$ cat config.mk
export PLATFORM = sky130hd
export DESIGN_NAME = hho_top
export DESIGN_NICKNAME = d
export VERILOG_FILES = /design/src/verilog/hho_pkg.sv /design/src/verilog/hho_sync.sv /design/src/verilog/hho_top.sv
export VERILOG_INCLUDE_DIRS = /design/src /design/src/verilog
export SDC_FILE = /design/constraint.sdc
export NUM_CORES = 1
export LEC_CHECK = 0
export ABC_AREA = 1
export BUFFER_PORTS_ARGS = -buffer_cell sky130_fd_sc_hd__buf_2
export CAP_MARGIN = 20
export CORE_MARGIN = 10
export CORE_UTILIZATION = 55
export CTS_BUF_LIST = sky130_fd_sc_hd__clkbuf_4
export CTS_CLUSTER_SIZE = 16
export DETAILED_ROUTE_END_ITERATION = 8
export PLACE_DENSITY = 0.77
export SKIP_LAST_GASP = 1
export SLEW_MARGIN = 20
export SYNTH_ARGS = -nofsm -noshare
export SYNTH_HDL_FRONTEND = slang
export SYNTH_HIERARCHICAL = 1
export SYNTH_SLANG_ARGS = --single-unit
export TNS_END_PERCENT = 10
$ cat constraint.sdc
create_clock -name i_clk -period 1.7 [get_ports i_clk]
set_input_delay 0.17 -clock i_clk [delete_from_list [all_inputs] [get_ports i_clk]]
set_output_delay 0.17 -clock i_clk [all_outputs]
set_load 0.02 [all_outputs]
$ cat src/verilog/hho_regs.svh
`ifndef HHO_REGS_SVH
`define HHO_REGS_SVH
// What this block does
// - on a nonzero-wait read the ready handshake goes low once read data sits on the data bus.
// - on a nonzero-wait write the ready handshake goes low once the data is stored internally.
// - in buffered zero-wait mode the ready handshake idles high, so another cycle may start.
// - in zero-wait mode ready falls during or just after the strobe, as the access begins.
// - in zero-wait mode ready rises when the access ends; the host waits for it.
// - the I/O buffer enable is low for as long as the internal access to registers or RAM runs.

// idle (inactive) levels of the two handshake outputs
`define HHO_READY_IDLE 1'b1
`define HHO_IO_BUFFER_ENABLE_N_IDLE 1'b1
// strap encodings
`define HHO_MODE_TRANSPARENT 1'b1
`define HHO_MODE_BUFFERED 1'b0
`define HHO_SEL_MEMORY 1'b1
// bit positions of the pin bundle passed through the synchroniser
`define HHO_PIN_STROBE 0
`define HHO_PIN_WRITE 1
`define HHO_PIN_MEMREG 2
`define HHO_PIN_MODE 3
`define HHO_PIN_ZWAIT 4
`define HHO_PIN_COUNT 5
// default watchdog length of one internal access, in clock cycles
`define HHO_WDOG_CYCLES 256
`endif

$ cat src/verilog/hho_pkg.sv
package hho_pkg;
  typedef enum logic [1:0] {
    HHO_IDLE,
    HHO_ACCESS,
    HHO_HOLD
  } hho_state_t;
endpackage

$ cat src/verilog/hho_sync.sv
module hho_sync #(
  parameter int WIDTH = 1
) (
  // clock and reset
  input wire logic i_clk,
  input wire logic i_rst_n,
  // asynchronous levels in, synchronised levels out
  input wire logic [WIDTH-1:0] i_async,
  input wire logic [WIDTH-1:0] i_reset_val,
  output logic [WIDTH-1:0] o_sync
);
  typedef struct packed {
    logic [WIDTH-1:0] meta;
    logic [WIDTH-1:0] stab;
  } hho_sync_st_t;

  hho_sync_st_t st_q;
  hho_sync_st_t st_d;

  // width must be at least one bit
  if (WIDTH < 1) begin
    $error("hho_sync width must be at least 1");
  end

  // the first stage feeds only the second stage
  always_comb begin
    st_d = st_q;
    st_d.meta = i_async;
    st_d.stab = st_q.meta;
  end

  // both stages keep shifting through reset, so straps are settled at release
  always_ff @(posedge i_clk) begin
    st_q <= st_d;
  end

  // during reset the consumer sees the idle levels, afterwards the second stage
  assign o_sync = i_rst_n ? st_q.stab : i_reset_val;
endmodule

$ cat src/verilog/hho_top.sv
`include "hho_regs.svh"

module hho_top #(
  parameter int WDOG_CYCLES = `HHO_WDOG_CYCLES
) (
  // clock and reset
  input wire logic i_clk,
  input wire logic i_rst_n,
  // host pins, asynchronous to i_clk
  input wire logic i_host_strobe_n,
  input wire logic i_host_write,
  input wire logic i_host_mem_reg_sel,
  input wire logic i_transparent_sel,
  input wire logic i_zero_wait_sel,
  // host handshake pins
  output logic o_host_ready_handshake_n,
  output logic o_io_buffer_enable_n,
  // internal register and RAM access port
  output logic o_int_req,
  output logic o_int_mem_sel,
  output logic o_int_write,
  input wire logic i_int_done,
  // status
  output logic o_transparent,
  output logic o_zero_wait,
  output logic o_timeout,
  output hho_pkg::hho_state_t o_state
);
  import hho_pkg::*;

  localparam int WDW = $clog2(WDOG_CYCLES + 1);

  typedef struct packed {
    hho_state_t state;
    logic strb_prev;
    logic strap_taken;
    logic transparent;
    logic zero_wait;
    logic ready_n;
    logic io_buffer_enable_n_n;
    logic req;
    logic mem_sel;
    logic write;
    logic timeout;
    logic [WDW-1:0] wd_cnt;
  } hho_st_t;

  hho_st_t st_q;
  hho_st_t st_d;
  logic [`HHO_PIN_COUNT-1:0] pins_raw;
  logic [`HHO_PIN_COUNT-1:0] pins_s;
  logic strb_s;
  logic strb_fall;
  logic start_zw;

  // refuse a watchdog that cannot count
  if (WDOG_CYCLES < 2) begin
    $error("hho_top WDOG_CYCLES must be at least 2");
  end

  // gather the asynchronous pins into one bundle
  always_comb begin
    pins_raw = '0;
    pins_raw[`HHO_PIN_STROBE] = i_host_strobe_n;
    pins_raw[`HHO_PIN_WRITE] = i_host_write;
    pins_raw[`HHO_PIN_MEMREG] = i_host_mem_reg_sel;
    pins_raw[`HHO_PIN_MODE] = i_transparent_sel;
    pins_raw[`HHO_PIN_ZWAIT] = i_zero_wait_sel;
  end

  // two flip-flops before any logic reads a pin
  hho_sync #(
    .WIDTH(`HHO_PIN_COUNT)
  ) u_sync (
    .i_clk(i_clk),
    .i_rst_n(i_rst_n),
    .i_async(pins_raw),
    .i_reset_val({`HHO_PIN_COUNT{1'b1}}),
    .o_sync(pins_s)
  );

  // falling edge of the synchronised strobe starts a transfer
  assign strb_s = pins_s[`HHO_PIN_STROBE];
  assign strb_fall = st_q.strb_prev & ~strb_s;
  assign start_zw = st_q.zero_wait & ~st_q.transparent;

  // next-state logic
  always_comb begin
    st_d = st_q;
    st_d.strb_prev = strb_s;
    st_d.timeout = 1'b0;
    // straps are caught once, on the first cycle after reset release
    if (!st_q.strap_taken) begin
      st_d.strap_taken = 1'b1;
      st_d.transparent = (pins_s[`HHO_PIN_MODE] == `HHO_MODE_TRANSPARENT);
      st_d.zero_wait = pins_s[`HHO_PIN_ZWAIT];
    end
    case (st_q.state)
      HHO_IDLE: begin
        st_d.ready_n = `HHO_READY_IDLE;
        st_d.io_buffer_enable_n_n = `HHO_IO_BUFFER_ENABLE_N_IDLE;
        st_d.wd_cnt = '0;
        if (st_q.strap_taken && strb_fall) begin
          st_d.state = HHO_ACCESS;
          st_d.req = 1'b1;
          st_d.io_buffer_enable_n_n = 1'b0;
          st_d.mem_sel = (pins_s[`HHO_PIN_MEMREG] == `HHO_SEL_MEMORY);
          st_d.write = pins_s[`HHO_PIN_WRITE];
          if (start_zw) begin
            st_d.ready_n = 1'b0;
          end
        end
      end
      HHO_ACCESS: begin
        st_d.wd_cnt = st_q.wd_cnt + WDW'(1);
        // I/O enable stays low while the internal access runs
        st_d.io_buffer_enable_n_n = 1'b0;
        if (i_int_done || st_q.wd_cnt == WDW'(WDOG_CYCLES - 1)) begin
          st_d.req = 1'b0;
          st_d.io_buffer_enable_n_n = `HHO_IO_BUFFER_ENABLE_N_IDLE;
          st_d.timeout = ~i_int_done;
          if (start_zw) begin
            // zero-wait: ready returns high as the access completes
            st_d.ready_n = `HHO_READY_IDLE;
            st_d.state = HHO_IDLE;
          end else begin
            // nonzero-wait: read data valid or write stored, so assert ready
            st_d.ready_n = 1'b0;
            st_d.state = HHO_HOLD;
          end
        end
      end
      HHO_HOLD: begin
        // host keeps strobe low until it sees ready low, then releases it
        if (strb_s) begin
          st_d.ready_n = `HHO_READY_IDLE;
          st_d.state = HHO_IDLE;
        end
      end
      default: begin
        st_d.state = HHO_IDLE;
      end
    endcase
  end

  // state register, handshake outputs idle high after reset
  always_ff @(posedge i_clk) begin
    if (!i_rst_n) begin
      st_q.state <= HHO_IDLE;
      st_q.strb_prev <= 1'b1;
      st_q.strap_taken <= 1'b0;
      st_q.transparent <= `HHO_MODE_BUFFERED;
      st_q.zero_wait <= 1'b0;
      st_q.ready_n <= `HHO_READY_IDLE;
      st_q.io_buffer_enable_n_n <= `HHO_IO_BUFFER_ENABLE_N_IDLE;
      st_q.req <= 1'b0;
      st_q.mem_sel <= 1'b0;
      st_q.write <= 1'b0;
      st_q.timeout <= 1'b0;
      st_q.wd_cnt <= '0;
    end else begin
      st_q <= st_d;
    end
  end

  // outputs straight from the state flops; buffer enable serves transparent systems
  assign o_host_ready_handshake_n = st_q.ready_n;
  assign o_io_buffer_enable_n = st_q.io_buffer_enable_n_n;
  assign o_int_req = st_q.req;
  assign o_int_mem_sel = st_q.mem_sel;
  assign o_int_write = st_q.write;
  assign o_transparent = st_q.transparent;
  assign o_zero_wait = st_q.zero_wait;
  assign o_timeout = st_q.timeout;
  assign o_state = st_q.state;
endmodule
==> metrics list <==
- All-layer global routing usage: 0.119
- For this block, the routed nets add up to 2.63 mm of wire.
- Counting flops with an async set or reset pin after synthesis yields a share of 0.
- After filler insertion, the fill cell instance count of the layout stands at 188.
- Sort of element at the end of the critical path: register
* CP Max Fanout: 4
- Count of buffering cells on the critical path with inverters included: 0
- Cell internal power was estimated by the tool at 1.34 mW.
- Syn. warnings: 6
* GR Layer Usage met2: 0.200
* Worst ir drop on vdd: 1.30 mV
* Reg power frac: 0.411
* Die area: 4730 um^2
- The area growth from synthesis to layout is 19.3%.
- The die is 68.8 um wide.
* HPWL reported at the end of detailed placement: 1.87 mm
- Cell area after technology mapping: 1310 um^2
* Proportion of layout cells with a drive suffix above 1: 0.215
- Result of the run: finished clean
- In the global route stage, met3 resource usage came out at 0.0628.
- Wire length of the first global-routing pass: 4.13 mm
- Layout Skew: 16.9 ps
* R2r setup slk: 80 ps
* Number of instances in the placed design: 215
- Grt ovf: 0
* Met1 GRT Util: 0.116
* Net count reported at finish: 213
- The startpoint identified for the worst hold timing path is i_rst_n.
* Number of primary I/O pins: 18
* Kind of cell adding the most delay to the critical path: simple AND/OR/NAND/NOR gates
- Switching pwr: 757 uW
- Combinational group share of total power: 0.327
- Synthesis instantiated 24 different standard cells from the library.
* Number of vias per cell: 4.98
- In this run, synthesis inferred 0 flip-flops with an integrated enable.
- Counting buffers and inverters, the worst setup path is 9 cells deep.
- Max-slew violations: 0
- TritonCTS built the clock tree.
* Clock transition at the registers of the reported paths: 100 ps
- Total power for the finished layout comes to 2.10 mW.
- DRC viols: 0
- The worst setup path is of the reg -> reg kind.
* Seq cells post-synth: 31
* Starting Density: 0.585
- H-tree level count: 2
- Counting cells, the worst reg-to-reg path comes to 9.
- Placer Congestion: 0.838
- The later pin in the worst-skew pair is clocked with a latency of 340 ps.
* Number of setup violations in the final report: 0
- # Max-Cap Violations: 0
* Cells traversed along the worst timing path: ha_1 -> nand3_1 -> nor3_2 -> ha_2 -> nor2_1 -> nand2_2 -> nand3_2 -> nand3b_1 -> nand2_1
- Post-route clock period utilization: 0.951
- Fin crit period: 1620 ps
- Clock tree synthesis selected as its root buffer the cell clkbuf_4.
- Post-route insts no fill: 228
* Number of iterations in the first detailed-routing pass: 5
* Cell taking the most area after synthesis: dfxtp_1
- Max frequency: 618 MHz
- Synthesized area divided by synthesized cell count: 7.69 um^2
- Worst min path class: in -> reg
- For this block, the initial DRC count from the detailed router was 49.
- In this run the critical register-to-register path is launched from st_q[0].
- Of the total power, the share spent switching nets is 0.361.
* Row Count: 17
* Commonest cells in the synthesized netlist: 44 x nand2_1, 31 x dfxtp_1, 23 x inv_1, 15 x nor2_1, 13 x a21oi_1
* Utilization after layout: 0.699
- The longest clock path from root to sink contains 2 buffers.
* Leakage component of the power: 0.785 nW
- Number of buffers created by CTS: 5
* Slowest cell delay on critical path: 370 ps
- Number of global-route vias before repair: 1,027
- Largest net degree at the start of global routing: 19
* Top cells by area in the synthesized netlist: dfxtp_1 47%, nand2_1 13%, inv_1 6.6%
* Final hold violation count: 0
- Number of clock sinks: 31
- Ant. Diodes: 0
* Via Count: 1,136
- Core outline area: 2230 um^2
* Global route hottest layer: met2
- Initial antenna violation count: 0
* Cell area power density: 1350 nW/um^2
- The worst hold path terminates at st_q[17].
* Number of cells traversed by the worst hold path: 1
- Setup repair after global routing missed its margin: true
* Most common cell in the netlist: nand2_1
* Sequential share of the synthesized area: 0.475
- Gate Count Post-Synth: 170
- Of the post-synthesis cell area, the dominant cell type holds 0.475.
- Of the total power, the clock network draws 0.262.
- Measured along the y axis, the die boundary spans 68.8 um.
- For the worst setup path, the data required time is 2000 ps.
- Once detail routing completed, the nets flagged for antenna violations numbered 0.
* Critical path startpoint category: register
- For this run, the leading register cell type out of synthesis is dfxtp_1.
* Worst Path Arrival: 1910 ps
- Wire length per cell: 11.6 um
- On the critical path, the stage with the largest delay is an instance of dfxtp_2.
- During placement, the flow inserted port buffers numbering 17.
- The endpoint identified for the worst register-to-register timing path is o_host_ready_handshake_n.
layout make-up:
| class | count | area, um^2 | area share |
|---|---|---|---|
| Sequential cell | 31 | 624 | 0.400 |
| Multi-Input combinational cell | 115 | 599 | 0.384 |
| Timing Repair Buffer | 22 | 135 | 0.0866 |
| Inverter | 24 | 90.1 | 0.0577 |
| Clock inverter | 3 | 38.8 | 0.0249 |
| Clock buffer | 5 | 37.5 | 0.0241 |
| Tap cell | 28 | 35.0 | 0.0225 |
power groups by stage:
stage	logic [mW]	registers (mW)	clock network [mW]
2_1_floorplan	0.490	0.918	0
3_3_place_gp	0.637	0.873	0
3_5_place_dp	0.653	0.878	0
4_1_cts	0.666	0.863	0.571
5_1_grt	0.761	0.877	0.602
6_report	0.686	0.864	0.550
metrics by stage:
| step | TNS (ps) | hold slack (ps) | area [um^2] | setup WS [ps] |
|---|---|---|---|---|
| after floorplan | 0 | 198 | 1320 | 206 |
| after global placement | 0 | 272 | 1410 | 121 |
| after detailed placement | 0 | 274 | 1410 | 6.37 |
| after CTS | 0 | 103 | 1540 | 50.0 |
| after global routing | -121 | 108 | 1560 | -55.1 |
| final | 0 | 113 | 1560 | 82.6 |
registers in the layout, summed over array words and instances (netlist names), 2 cells and up:
signal       count
st_q            11
u_sync/st_q      5
u_sync/st_d      5
o_state          2
how the worst max path moves through the flow:
stage | from | to | slack [ps]
floorplan | st_q[0] | o_host_ready_handshake_n | 210
global placement | st_q[0] | o_host_ready_handshake_n | 120
detailed placement | st_q[0] | o_host_ready_handshake_n | 6
CTS | st_q[0] | o_host_ready_handshake_n | 50
global route | o_state[1] | st_q[4] | -60
finish | st_q[0] | o_host_ready_handshake_n | 80
layer usage:
metal | routed length (um) | up-vias | part of all wire
met2 | 1280 | 35 | 0.48
li1 | - | 590 | -
met5 | 0 | - | 0
met3 | 207 | 5 | 0.079
met4 | 40 | 0 | 0.015
met1 | 1110 | 506 | 0.42
timing repair:
action | 4_1_cts | 5_1_grt
buffers inserted | 0 | 0
hold buffers | 5 | 0
pin swaps | 0 | 2
gates resized for setup | 1 | 7
endpoints found under the hold margin | 5 | 0
setup endpoints to repair | 1 | 5
layout by cell type, fill, tap and decap left out, types with 5 or more instances in the layout:
cell	n
nand2_1	43
clkbuf_4	5
o21ai_0	8
inv_1	23
nor2_1	15
dlygate4sd3_1	5
nand4_1	5
conb_1	5
buf_2	17
ha_1	5
a21oi_1	12
dfxtp_1	28
cells by family after synthesis:
logic type | count (synthesis) | share of synthesized area
simple gates | 81 | 0.279
buf+inv | 28 | 0.0928
flops | 31 | 0.475
fa+ha+maj | 6 | 0.0574
compound gates | 23 | 0.0928
other cells | 1 | 0.00287
Note: power is estimated with default switching activity, not from simulation.
